==> src/design/pomc_regs.vh <==
`ifndef POMC_REGS_VH
`define POMC_REGS_VH
// ----------------------------------------
// Register offsets
// ----------------------------------------
`define POMC_REG_CTRL      4'h0
`define POMC_REG_STATUS    4'h4
`define POMC_REG_BKPT_CTRL 4'h8
`define POMC_REG_BKPT_CMD  4'hc
// ----------------------------------------
// Control fields
// ----------------------------------------
`define POMC_CTRL_RUN_REQ  0
`define POMC_CTRL_COLD_OB  1
`define POMC_CTRL_RELOAD   2
`define POMC_CTRL_WDOG     3
// ----------------------------------------
// Command fields
// ----------------------------------------
`define POMC_CMD_STEP      0
`define POMC_CMD_RESUME    1
// ----------------------------------------
// Modes
// ----------------------------------------
`define POMC_MODE_STOP     2'h0
`define POMC_MODE_STARTUP  2'h1
`define POMC_MODE_RUN      2'h2
`define POMC_MODE_HOLD     2'h3
// ----------------------------------------
// Timing, breakpoint limits and bus responses
// ----------------------------------------
`define POMC_CLK_HZ        40000000
`define POMC_GREEN_MIN_S   3
`define POMC_PWRON_BLINK_S 1
`define POMC_HOLD_BLINK_HZ 1
`define POMC_MAX_BKPT      3
`define POMC_MAX_STEP_BKPT 2
`define POMC_RESP_OKAY     2'h0
`define POMC_RESP_SLVERR   2'h2
`endif

==> src/design/pomc_top.v <==
`timescale 1ns/1ps
// Notes on behaviour
// RL1 - STOP runs no program and asserts the output lock.
// RL2 - Yellow indicator lit steadily while in STOP.
// RL3 - After power-on yellow blinks in STOP, then turns steady shortly after.
// RL4 - Entering STOP keeps counters, timers, flags and process image.
// RL5 - STOP to RUN calls the startup block once, unsupervised.
// RL6 - Output lock held through START-UP.
// RL7 - Green blinks at least three seconds once startup begins.
// RL8 - After watchdog error stay STOP unless cold start block, reset or reload.
// RL9 - Green steady in RUN.
// RL10 - RUN runs main block cyclically, timers run, image refreshed each cycle.
// RL11 - RUN releases the output lock.
// RL12 - At most three breakpoints defined at once.
// RL13 - Reaching an active breakpoint in RUN enters HOLD, registers exposed.
// RL14 - HOLD: red steady, green blinks at one hertz.
// RL15 - HOLD halts all execution and freezes timers; clock keeps running.
// RL16 - Output lock held during HOLD.
// RL17 - From HOLD, step one statement or resume to next breakpoint.
// RL18 - Single step refused with more than two breakpoints defined.
// RL19 - Communication processor links stay up in HOLD.
// RL20 - Four exclusive modes, reset into STOP.
`include "pomc_regs.vh"
module pomc_top #(
    parameter GREEN_MIN_CYC = `POMC_GREEN_MIN_S * `POMC_CLK_HZ,
    parameter PWRON_CYC     = `POMC_PWRON_BLINK_S * `POMC_CLK_HZ,
    parameter HALF_HZ_CYC   = `POMC_CLK_HZ / (2 * `POMC_HOLD_BLINK_HZ)
)(
    // Clock and reset
    input  wire        aclk,
    input  wire        aresetn,
    // AXI4-Lite write address
    input  wire [3:0]  s_axi_awaddr,
    input  wire        s_axi_awvalid,
    output wire        s_axi_awready,
    // AXI4-Lite write data
    input  wire [31:0] s_axi_wdata,
    input  wire [3:0]  s_axi_wstrb,
    input  wire        s_axi_wvalid,
    output wire        s_axi_wready,
    // AXI4-Lite write response
    output reg  [1:0]  s_axi_bresp,
    output reg         s_axi_bvalid,
    input  wire        s_axi_bready,
    // AXI4-Lite read address
    input  wire [3:0]  s_axi_araddr,
    input  wire        s_axi_arvalid,
    output wire        s_axi_arready,
    // AXI4-Lite read data
    output reg  [31:0] s_axi_rdata,
    output reg  [1:0]  s_axi_rresp,
    output reg         s_axi_rvalid,
    input  wire        s_axi_rready,
    // Program engine
    input  wire        startup_done,
    input  wire        startup_error,
    input  wire        bkpt_hit,
    input  wire        step_done,
    input  wire [31:0] cpu_regs,
    output reg         startup_block_call,
    output reg         cold_start_block_call,
    output reg         cyclic_main_block_en,
    output reg         image_refresh,
    output reg         prog_timer_en,
    output reg         step_exec,
    output reg         supervise_en,
    output reg         comm_processor_keep,
    // Outputs and indicators
    output reg         output_lock,
    output reg         led_yellow,
    output reg         led_green,
    output reg         led_red,
    output reg  [1:0]  mode
);
    // ----------------------------------------
    // Register state
    // ----------------------------------------
    reg        run_req_r;
    reg        cold_ob_r;
    reg        wdog_err_r;
    reg [1:0]  bkpt_cnt_r;
    reg        bkpt_en_r;
    reg        step_req_r;
    reg        resume_req_r;
    reg        step_rej_r;
    reg        stepping_r;
    reg [1:0]  mode_r;
    reg [31:0] green_cnt_r;
    reg        green_blink_r;
    reg [31:0] pwron_cnt_r;
    reg        pwron_blink_r;
    reg [31:0] half_cnt_r;
    reg        blink_ph_r;
    reg [31:0] held_regs_r;
    reg        aw_got_r;
    reg        w_got_r;
    reg [3:0]  aw_addr_r;
    reg [31:0] w_data_r;
    reg [3:0]  w_strb_r;

    wire wr_fire = aw_got_r && w_got_r && !s_axi_bvalid;
    wire wr_ctrl = wr_fire && aw_addr_r == `POMC_REG_CTRL && w_strb_r[0];
    wire wr_bkpt = wr_fire && aw_addr_r == `POMC_REG_BKPT_CTRL && w_strb_r[0];
    wire wr_cmd  = wr_fire && aw_addr_r == `POMC_REG_BKPT_CMD && w_strb_r[0];
    wire wr_map  = aw_addr_r == `POMC_REG_CTRL || aw_addr_r == `POMC_REG_BKPT_CTRL ||
                   aw_addr_r == `POMC_REG_BKPT_CMD;
    wire reload  = wr_ctrl && w_data_r[`POMC_CTRL_RELOAD];

    assign s_axi_awready = !aw_got_r && !s_axi_bvalid;
    assign s_axi_wready  = !w_got_r && !s_axi_bvalid;
    assign s_axi_arready = !s_axi_rvalid;

    // ----------------------------------------
    // AXI write path
    // ----------------------------------------
    always @(posedge aclk)
    begin
        if (!aresetn)
        begin
            aw_got_r     <= 1'b0;
            w_got_r      <= 1'b0;
            aw_addr_r    <= 4'h0;
            w_data_r     <= 32'h0;
            w_strb_r     <= 4'h0;
            s_axi_bvalid <= 1'b0;
            s_axi_bresp  <= `POMC_RESP_OKAY;
        end
        else
        begin
            if (s_axi_awvalid && s_axi_awready)
            begin
                aw_got_r  <= 1'b1;
                aw_addr_r <= s_axi_awaddr;
            end
            if (s_axi_wvalid && s_axi_wready)
            begin
                w_got_r  <= 1'b1;
                w_data_r <= s_axi_wdata;
                w_strb_r <= s_axi_wstrb;
            end
            if (wr_fire)
            begin
                aw_got_r     <= 1'b0;
                w_got_r      <= 1'b0;
                s_axi_bvalid <= 1'b1;
                s_axi_bresp  <= wr_map ? `POMC_RESP_OKAY : `POMC_RESP_SLVERR;
            end
            else if (s_axi_bvalid && s_axi_bready)
                s_axi_bvalid <= 1'b0;
        end
    end

    // ----------------------------------------
    // AXI read path
    // ----------------------------------------
    always @(posedge aclk)
    begin
        if (!aresetn)
        begin
            s_axi_rvalid <= 1'b0;
            s_axi_rdata  <= 32'h0;
            s_axi_rresp  <= `POMC_RESP_OKAY;
        end
        else if (s_axi_arvalid && s_axi_arready)
        begin
            s_axi_rvalid <= 1'b1;
            s_axi_rresp  <= `POMC_RESP_OKAY;
            case (s_axi_araddr)
                `POMC_REG_CTRL:
                    s_axi_rdata <= {28'h0, wdog_err_r, 1'b0, cold_ob_r, run_req_r};
                `POMC_REG_STATUS:
                    s_axi_rdata <= {24'h0, step_rej_r, bkpt_en_r, bkpt_cnt_r,
                                    output_lock, 1'b0, mode_r};
                `POMC_REG_BKPT_CTRL:
                    s_axi_rdata <= {29'h0, bkpt_en_r, bkpt_cnt_r};
                `POMC_REG_BKPT_CMD:
                    s_axi_rdata <= held_regs_r; // RL13
                default:
                begin
                    s_axi_rdata <= 32'h0;
                    s_axi_rresp <= `POMC_RESP_SLVERR;
                end
            endcase
        end
        else if (s_axi_rvalid && s_axi_rready)
            s_axi_rvalid <= 1'b0;
    end

    // ----------------------------------------
    // Control registers
    // ----------------------------------------
    always @(posedge aclk)
    begin
        if (!aresetn)
        begin
            run_req_r    <= 1'b0;
            cold_ob_r    <= 1'b0;
            wdog_err_r   <= 1'b0;
            bkpt_cnt_r   <= 2'h0;
            bkpt_en_r    <= 1'b0;
            step_req_r   <= 1'b0;
            resume_req_r <= 1'b0;
            step_rej_r   <= 1'b0;
        end
        else
        begin
            if (wr_ctrl)
            begin
                run_req_r <= w_data_r[`POMC_CTRL_RUN_REQ];
                cold_ob_r <= w_data_r[`POMC_CTRL_COLD_OB];
            end
            // Watchdog error sticky; set wins over reload clear
            if (wr_ctrl && w_data_r[`POMC_CTRL_WDOG])
                wdog_err_r <= 1'b1;
            else if (reload)
                wdog_err_r <= 1'b0; // RL8
            if (wr_bkpt)
            begin
                bkpt_en_r <= w_data_r[2];
                if (w_data_r[1:0] <= `POMC_MAX_BKPT) // RL12
                    bkpt_cnt_r <= w_data_r[1:0];
            end
            step_req_r   <= 1'b0;
            resume_req_r <= 1'b0;
            if (wr_cmd && mode_r == `POMC_MODE_HOLD)
            begin
                if (w_data_r[`POMC_CMD_STEP])
                begin
                    if (bkpt_cnt_r > `POMC_MAX_STEP_BKPT)
                        step_rej_r <= 1'b1; // RL18
                    else
                    begin
                        step_req_r <= 1'b1; // RL17
                        step_rej_r <= 1'b0;
                    end
                end
                if (w_data_r[`POMC_CMD_RESUME])
                    resume_req_r <= 1'b1; // RL17
            end
        end
    end

    // ----------------------------------------
    // Mode sequencer
    // ----------------------------------------
    always @(posedge aclk)
    begin
        if (!aresetn)
        begin
            mode_r      <= `POMC_MODE_STOP; // RL20
            stepping_r  <= 1'b0;
            held_regs_r <= 32'h0;
        end
        else
        begin
            case (mode_r)
                `POMC_MODE_STOP:
                    if (run_req_r && (!wdog_err_r || cold_ob_r)) // RL8
                        mode_r <= `POMC_MODE_STARTUP; // RL5
                `POMC_MODE_STARTUP:
                    if (startup_error || !run_req_r)
                        mode_r <= `POMC_MODE_STOP;
                    else if (startup_done)
                        mode_r <= `POMC_MODE_RUN;
                `POMC_MODE_RUN:
                    if (!run_req_r)
                        mode_r <= `POMC_MODE_STOP; // RL4
                    else if (bkpt_hit && bkpt_en_r && bkpt_cnt_r != 2'h0)
                    begin
                        mode_r      <= `POMC_MODE_HOLD; // RL13
                        held_regs_r <= cpu_regs;
                    end
                `POMC_MODE_HOLD:
                    if (!run_req_r)
                    begin
                        mode_r     <= `POMC_MODE_STOP;
                        stepping_r <= 1'b0;
                    end
                    else if (resume_req_r)
                        mode_r <= `POMC_MODE_RUN; // RL17
                    else if (step_req_r)
                        stepping_r <= 1'b1;
                    else if (stepping_r && step_done)
                    begin
                        stepping_r  <= 1'b0;
                        held_regs_r <= cpu_regs;
                    end
                default:
                    mode_r <= `POMC_MODE_STOP;
            endcase
        end
    end

    // ----------------------------------------
    // Indicator timers
    // ----------------------------------------
    always @(posedge aclk)
    begin
        if (!aresetn)
        begin
            green_cnt_r   <= 32'h0;
            green_blink_r <= 1'b0;
            pwron_cnt_r   <= 32'h0;
            pwron_blink_r <= 1'b1;
            half_cnt_r    <= 32'h0;
            blink_ph_r    <= 1'b0;
        end
        else
        begin
            if (half_cnt_r >= HALF_HZ_CYC - 1)
            begin
                half_cnt_r <= 32'h0;
                blink_ph_r <= ~blink_ph_r;
            end
            else
                half_cnt_r <= half_cnt_r + 32'h1;
            if (mode_r == `POMC_MODE_STOP && run_req_r && (!wdog_err_r || cold_ob_r))
            begin
                green_blink_r <= 1'b1; // RL7
                green_cnt_r   <= 32'h0;
            end
            else if (green_blink_r)
            begin
                if (green_cnt_r >= GREEN_MIN_CYC - 1)
                    green_blink_r <= 1'b0;
                else
                    green_cnt_r <= green_cnt_r + 32'h1;
            end
            if (pwron_blink_r)
            begin
                if (pwron_cnt_r >= PWRON_CYC - 1)
                    pwron_blink_r <= 1'b0; // RL3
                else
                    pwron_cnt_r <= pwron_cnt_r + 32'h1;
            end
        end
    end

    // ----------------------------------------
    // Mode outputs
    // ----------------------------------------
    always @(posedge aclk)
    begin
        if (!aresetn)
        begin
            output_lock           <= 1'b1;
            led_yellow            <= 1'b0;
            led_green             <= 1'b0;
            led_red               <= 1'b0;
            mode                  <= `POMC_MODE_STOP;
            startup_block_call    <= 1'b0;
            cold_start_block_call <= 1'b0;
            cyclic_main_block_en  <= 1'b0;
            image_refresh         <= 1'b0;
            prog_timer_en         <= 1'b0;
            step_exec             <= 1'b0;
            supervise_en          <= 1'b0;
            comm_processor_keep   <= 1'b0;
        end
        else
        begin
            mode                  <= mode_r;
            output_lock           <= mode_r != `POMC_MODE_RUN; // RL1 RL6 RL11 RL16
            led_yellow            <= mode_r == `POMC_MODE_STOP &&
                                     (!pwron_blink_r || blink_ph_r); // RL2 RL3
            led_red               <= mode_r == `POMC_MODE_HOLD; // RL14
            if (green_blink_r)
                led_green <= blink_ph_r; // RL7
            else if (mode_r == `POMC_MODE_HOLD)
                led_green <= blink_ph_r; // RL14
            else
                led_green <= mode_r == `POMC_MODE_RUN; // RL9
            startup_block_call    <= mode_r == `POMC_MODE_STOP && run_req_r &&
                                     !wdog_err_r; // RL5
            cold_start_block_call <= mode_r == `POMC_MODE_STOP && run_req_r &&
                                     wdog_err_r && cold_ob_r; // RL8
            supervise_en          <= mode_r == `POMC_MODE_RUN; // RL5
            cyclic_main_block_en  <= mode_r == `POMC_MODE_RUN; // RL1 RL10 RL15
            image_refresh         <= mode_r == `POMC_MODE_RUN && step_done; // RL10
            prog_timer_en         <= mode_r == `POMC_MODE_RUN; // RL4 RL15
            step_exec             <= mode_r == `POMC_MODE_HOLD && step_req_r; // RL17
            comm_processor_keep   <= 1'b1; // RL19
        end
    end
endmodule // pomc_top

==> config.mk <==
export PLATFORM = sky130hd
export DESIGN_NAME = pomc_top
export DESIGN_NICKNAME = d
export VERILOG_FILES = /design/src/design/pomc_top.v
export VERILOG_INCLUDE_DIRS = /design/src /design/src/design
export SDC_FILE = /design/constraint.sdc
export NUM_CORES = 1
export LEC_CHECK = 0
export BUFFER_PORTS_ARGS = -buffer_cell sky130_fd_sc_hd__buf_2
export CORE_UTILIZATION = 45
export DETAILED_ROUTE_END_ITERATION = 6
export PLACE_DENSITY = 0.73
export SYNTH_ARGS = -nofsm -noshare
export SYNTH_HDL_FRONTEND = slang
export SYNTH_SLANG_ARGS = --single-unit
==> constraint.sdc <==
create_clock -name aclk -period 4 [get_ports aclk]
set_clock_uncertainty 0.15 [all_clocks]
set_input_delay 0.2 -clock aclk [delete_from_list [all_inputs] [get_ports aclk]]
set_output_delay 0.2 -clock aclk [all_outputs]
set_load 0.02 [all_outputs]
==> results of run 1 <==
-- layer usage --
layer  share of wire  wire length (um)
met5               0                 0
met4           0.041               821
met1            0.46              9200
met2            0.45              8990
met3           0.045               901
-- worst register-to-register path, cell delays in order, from the launching register on --
cell	delay [ns]
dfxtp_1	0.31
nor4_1	0.48
and3_1	0.32
nand2_1	0.43
or4_1	0.67
a21oi_1	0.15
-- final timing paths --
kind,startpoint,end,slack (ns)
worst max register to register,green_cnt_r[28],green_cnt_r[10],1.42
worst min register to register,green_cnt_r[30],green_cnt_r[30],0.31
worst min-delay path,startup_done,mode_r[0],0.02
worst max-delay path,green_cnt_r[28],green_cnt_r[10],1.42
-- cell usage after synthesis, types with 3 or more instances --
master / count
a21oi_1: 49
o41ai_1: 4
inv_1: 15
mux2i_1: 62
o311ai_0: 4
o211ai_1: 5
nand3_1: 40
buf_4: 7
nor2_1: 141
o31a_1: 4
nor4_1: 17
o21a_1: 7
xor2_1: 6
or2_2: 5
a211oi_1: 3
and4_1: 11
nand4_1: 20
nand2_1: 54
buf_2: 3
nand2b_1: 16
ha_1: 3
xnor2_1: 17
or3_1: 12
and2_1: 18
and3_1: 13
nor3_1: 27
nor4b_1: 3
a22oi_1: 27
o21ai_0: 17
dfxtp_1: 202
clkbuf_1: 42
o31ai_1: 26
or4_1: 28
-- flip-flops by register name, indices dropped and copies added, names as in the netlist, 2 cells and up --
| register | cells |
|---|---|
| pwron_cnt_r | 32 |
| aw_addr_r | 4 |
| green_cnt_r | 32 |
| held_regs_r | 32 |
| bkpt_cnt_r | 2 |
| mode_r | 2 |
| s_axi_rdata | 32 |
| w_data_r | 4 |
| mode | 2 |
| half_cnt_r | 32 |
-- stage by stage --
step / total power (uW) / util / std cells
floorplan: 2180 / - / 943
global placement: 2230 / 0.502 / 1234
detailed placement: 2230 / 0.502 / 1234
CTS: 4180 / 0.568 / 1321
global route: 4280 / 0.568 / 1322
finish: 4150 / 0.568 / 1322
-- where the power goes --
part           internal [uW]  leakage [uW]  switching [uW]  total (uW)
Sequential              2030       0.00163            16.0        2050
Combinational           85.1       0.00181            97.8         183
Clock                   1120      0.000335             800        1920
-- repair_timing --
action,CTS,global route
hold endpoints to repair,52,0
endpoints found under the setup margin,0,0
hold buffers,51,0
buffers inserted,0,0
-- cell families (layout without fill, tap and decap cells) --
logic type,after synthesis,in the layout,share of synthesized area
muxes,65,65,0.0803
other,1,10,0.000445
AOI/OAI and AO/OA,156,156,0.126
DFF,202,202,0.480
adders and majority gates,3,3,0.00445
and+or+nand+nor,414,414,0.250
xor gates and xnor gates,23,23,0.0239
buffers and inverters,71,220,0.0361
-- layout make-up --
class | count | area [um^2]
diodes | 1 | 2.50
multi-input cells | 670 | 4120
clock inverters | 3 | 30.0
clock buffers | 33 | 652
inverters | 17 | 65.1
flip-flops and latches | 202 | 4040
repair buffers | 167 | 1110
well taps | 229 | 287
fillers | 1549 | 7840
==> results.json, run 1 <==
{
  "die_w_um": 139,
  "synth_edf_count": 0,
  "hold_viol": 0,
  "busiest_layer": "met2",
  "clock_path_buffers": 3,
  "post-place-ws_ns": 1.40,
  "htreeDepth": 1,
  "drive_gt1_frac": 0.147,
  "postRouteAntennaNets": 0,
  "io_pins": 142,
  "whs_path_depth": 4,
  "ys_ff_latch": 202,
  "track_usage": 0.202,
  "drt_iter0_markers": 370,
  "clockRootBuffer": "clkbuf_16",
  "antenna_found_initial": 1,
  "failed_checks": "design-rule violations",
  "wl_per_cell_um": 15.1,
  "clk_pin_slew_ns": 0.06,
  "fin_setup_tns_ns": 0,
  "hold_ws_ns": 0.0166,
  "yosysTopAreaCell": "dfxtp_1",
  "viasPerCell": 5.55,
  "met3_usage": 0.0345,
  "arrival_ns": 2.87,
  "powerDensity_nw_per_um2": 403,
  "cp_cell_sequence": "nor4_1 > and3_1 > nand2_1 > or4_1 > a21oi_1",
  "firstDrtPassIters": 7,
  "post-route-drc-count": 2,
  "async_flop_share": 0,
  "relSlewSlack": 0.297,
  "worst-path-stages": 5,
  "post_cts_resized": 0,
  "io_buffer_count": 108,
  "rsz0062_at_grt": "no",
  "crit_slowest_cell": "or4_1",
  "status": "finished with violations",
  "syn2layout_area_growth_pct": 22.3,
  "gp_congestion": 0.815,
  "finalCriticalPeriod_ns": 2.58,
  "drv_cap": 0,
  "dpl_cell_area_um2": 9110,
  "initial_utilization": 0.465,
  "worst-endpoint-required_ns": 4.29,
  "die_h_um": 139,
  "design.die.area_um2": 19300,
  "peakVddDrop_uv": 308,
  "rows": 49,
  "worstMarginPinSlew_ns": 1.05,
  "nets": 1170,
  "globalRouteOverflowTotal": 0,
  "routed_wl_um": 19900,
  "synth-seq-area-share": 0.480,
  "hold_path.class": "in2reg",
  "cp.buffers_inverters": 0,
  "synth_ff_type": "dfxtp_1",
  "slew_viol_final": 0,
  "cp-end-kind": "flop",
  "coreArea_um2": 18100,
  "clock_latency_ns": 0.51,
  "dpl.hpwl_um": 12600,
  "cp_top_family": "simple AND/OR/NAND/NOR gates",
  "met2_usage": 0.322,
  "netlist_area_um2": 8430,
  "p_leak_uw": 0.00378,
  "cts_tree": "done",
  "grt_pass1_wl_um": 32900,
  "max_stage_delay_ns": 0.67,
  "crit_fanout": 24,
  "syn-instance-count": 935,
  "crit_path_start_kind": "flop",
  "mostFrequentLayoutCell": "dfxtp_1",
  "synth_top_cell_area_share": 0.480,
  "synth_cell_types": 56,
  "fin_area_um2": 10300,
  "grt_use_met1": 0.270,
  "numCtsBuffers": 22,
  "setup_ws_ns": 1.42,
  "vias": 7343,
  "finalSetupViolCount": 0,
  "grt_pass1_vias": 6770,
  "synth_area_per_cell_um2": 9.02,
  "cts_num_sinks": 202,
  "synthTopCellsByArea": "dfxtp_1, mux2i_1, nor2_1, a21oi_1, or4_1",
  "fin_crit_sh": 0.645,
  "yosysWarnings": 0,
  "critical_path_class": "reg2reg",
  "r2r_cells": 5,
  "max_freq_mhz": 388,
  "final_cell_mix": "dfxtp_1, nor2_1, buf_2, mux2i_1, nand2_1",
  "grt_max_degree": 64
}
Power figures use the tool's default switching activity.
==> inputs of run 2 (changes only) <==
--- a/config.mk
+++ b/config.mk
@@ -6,6 +6,7 @@
 export SDC_FILE = /design/constraint.sdc
 export NUM_CORES = 1
 export LEC_CHECK = 0
+export ABC_AREA = 1
 export BUFFER_PORTS_ARGS = -buffer_cell sky130_fd_sc_hd__buf_2
 export CORE_UTILIZATION = 45
 export DETAILED_ROUTE_END_ITERATION = 6
==> constraint.sdc (replaced) <==
create_clock -name aclk -period 2.5 [get_ports aclk]
set_clock_uncertainty 0.15 [all_clocks]
set_input_delay 0.125 -clock aclk [delete_from_list [all_inputs] [get_ports aclk]]
set_output_delay 0.125 -clock aclk [all_outputs]
set_load 0.02 [all_outputs]
==> run 2 against run 1 <==
The run now ends clean. Flip-flop and latch count unchanged. Clock power up 80%. First-iteration DRC count up 37%. Sequential power up 62%. Routed wire length up 13%. Via count up 20%. Hold slack better by 0.018 ns. Sequential share of layout area down 4.3 points. Die area up 10%. Core utilization up 0.47 points. Critical path depth up 6. Cell count up 37%. Largest cell class unchanged.
==> results.json, run 2 <==
{
  "grt_pass1_wl_um": 38400,
  "io_pins": 142,
  "die_w_um": 146,
  "fin_util": 0.573,
  "synth_cell_types": 44,
  "drv_cap": 0,
  "mostFrequentLayoutCell": "nand2_1",
  "syn-instance-count": 1345,
  "min_to": "w_got_r",
  "peakVddDrop_uv": 471,
  "crit_slowest_cell": "dlygate4sd3_1",
  "finalSetupViolCount": 0,
  "finalPower_uw": 7210,
  "yosysTopAreaCell": "dfxtp_1",
  "slew_viol_final": 0,
  "seq_area_um2": 4040,
  "initial_utilization": 0.460,
  "arrival_ns": 2.67,
  "status": "complete, no violations",
  "post_cts_buffers": 0,
  "clock_latency_ns": 0.53,
  "grt_pass1_vias": 8134,
  "cp-end-kind": "flop",
  "rsz0062_at_grt": "no",
  "synthTopCellsByArea": "dfxtp_1, nand2_1, nor2_1, a21oi_1, inv_1",
  "vias": 8784,
  "numCtsBuffers": 23,
  "final_cell_mix": "nand2_1, dfxtp_1, nor2_1, inv_1, a21oi_1",
  "async_flop_share": 0,
  "post-place-ws_ns": 0.420,
  "design.die.area_um2": 21300,
  "reg2reg_slack_ns": 0.25,
  "dp.cells": 1697,
  "p_leak_uw": 0.00462,
  "synth_edf_count": 0,
  "netlist_area_um2": 9310,
  "die_h_um": 146,
  "track_usage": 0.214,
  "fin_crit_sh": 0.941,
  "critical_path_class": "in2reg",
  "coreArea_um2": 20200,
  "finalCriticalPeriod_ns": 2.35,
  "clock_path_buffers": 3,
  "max_stage_delay_ns": 0.58,
  "nets": 1610,
  "viasPerCell": 4.86,
  "hold_path.class": "in2reg",
  "cp_top_family": "buffers and inverters",
  "cts_tree": "done",
  "synth_ff_type": "dfxtp_1",
  "crit_fanout": 3,
  "grt_max_degree": 65,
  "layout.cells.non_filler": 1806,
  "cp.buffers_inverters": 5,
  "cp_cell_sequence": "dlygate4sd3_1 > buf_2 > nor2_4 > inv_2 > nor3_4 > dlygate4sd3_1 > nand2_1 > o211ai_1 > dlygate4sd3_1 > nand2_1 > a21oi_1",
  "synth_area_per_cell_um2": 6.92,
  "crit_path_start_kind": "primary input",
  "relSlewSlack": 0.587,
  "worstMarginPinSlew_ns": 0.614,
  "hold_viol": 0,
  "post-route-drc-count": 0,
  "yosysWarnings": 0,
  "r2r_end": "aw_addr_r[2]",
  "rows": 52,
  "nFillCells": 1859,
  "whs_path_depth": 5,
  "max_freq_mhz": 425,
  "postRouteAntennaNets": 0,
  "drt_iter0_markers": 507,
  "ys_ff_latch": 202,
  "dpl.hpwl_um": 14900,
  "fin_setup_tns_ns": 0,
  "synth_top_cell_area_share": 0.434,
  "multi_input_area_um2": 4550,
  "wl_per_cell_um": 12.4,
  "firstDrtPassIters": 5,
  "num_antenna_cells": 0,
  "setup_ws_ns": 0.148,
  "cts_num_sinks": 202,
  "reg2reg_from": "aw_got_r",
  "gp_congestion": 0.892,
  "globalRouteOverflowTotal": 0,
  "routed_wl_um": 22400,
  "min_from": "s_axi_wvalid",
  "antenna_found_initial": 0,
  "r2r_cells": 6,
  "powerDensity_nw_per_um2": 622,
  "cpMostUsedCell": "dlygate4sd3_1",
  "synth-seq-area-share": 0.434,
  "syn2layout_area_growth_pct": 24.4,
  "yosys-top-cells-count": "nand2_1, dfxtp_1, nor2_1",
  "clockRootBuffer": "clkbuf_16",
  "yosysMostFrequentCell": "nand2_1",
  "htreeDepth": 1,
  "io_buffer_count": 108,
  "drive_gt1_frac": 0.127,
  "clk_pin_slew_ns": 0.06,
  "worst-endpoint-required_ns": 2.81
}
==> run 2: cell types whose count changed in the layout (fill, tap and decap cells not counted), moves of 24 or more <==
cell / previous run / this run
a22oi_1: 27 / 0
o31ai_1: 26 / 2
or4_1: 28 / 0
nand2_1: 54 / 343
o21ai_0: 17 / 83
mux2i_1: 62 / 0
nand3_1: 40 / 74
a21oi_1: 49 / 129
inv_1: 15 / 132
nor2_1: 141 / 194
==> run 2: timing repair <==
action	in CTS	in global routing
hold endpoints to repair	63	0
hold buffers	68	0
gates resized for setup	0	5
endpoints found under the setup margin	0	1
==> run 2: area by class of cell <==
class                   count  share of cell area
multi-input cells         963               0.392
clock buffers              32              0.0578
inverters                 138              0.0448
clock inverters             9              0.0103
well taps                 270              0.0291
flip-flops and latches    202               0.349
repair buffers            192               0.117
==> run 2: kinds of logic after synthesis <==
logic type,after synthesis,share of synthesized area
AOI/OAI and AO/OA,236,0.133
adders and majority gates,3,0.00403
DFF,202,0.434
and+or+nand+nor,672,0.305
xor gates and xnor gates,43,0.0404
other,1,0.000403
buffers and inverters,188,0.0828
==> run 2: worst max path at each step <==
| stage | from | end | slack (ns) | cells past startpoint |
|---|---|---|---|---|
| after floorplan | pwron_cnt_r[0] | pwron_cnt_r[23] | 0.62 | 12 |
| after global placement | green_cnt_r[0] | green_cnt_r[23] | 0.46 | 10 |
| after detailed placement | green_cnt_r[0] | green_cnt_r[2] | 0.42 | 10 |
| after CTS | s_axi_araddr[0] | s_axi_rdata[3] | 0.04 | 11 |
| after global routing | s_axi_araddr[0] | s_axi_rdata[3] | 0.02 | 11 |
| final | s_axi_araddr[0] | s_axi_rdata[3] | 0.15 | 11 |
==> run 2: power breakdown <==
part,internal (uW),total (uW),switching (uW),leakage (uW)
Sequential,3280,3320,35.0,0.00164
Clock,2090,3450,1360,0.000385
Combinational,188,442,254,0.00260
Total,5560,7210,1650,0.00462
==> run 2: worst min-delay path: stages <==
cell and delay, ns:
buf_2 0.07, nand2_1 0.20, inv_1 0.14, nor2_1 0.05, nor2_1 0.07
==> run 2: stage by stage <==
step,hold slack [ns],instance area (um^2)
6_report,0.0351,11600
5_1_grt,0.0693,11600
4_1_cts,0.00934,11600
3_5_place_dp,0.192,10100
3_3_place_gp,0.201,10100
2_1_floorplan,0.00272,9340
==> run 2: metal layers <==
metal,up-vias,GRT usage,wire (um)
met5,-,0,0
met4,0,0.0716,639
met1,3918,0.276,10300
li1,4631,-,-
met3,42,0.0448,1250
met2,193,0.353,10300
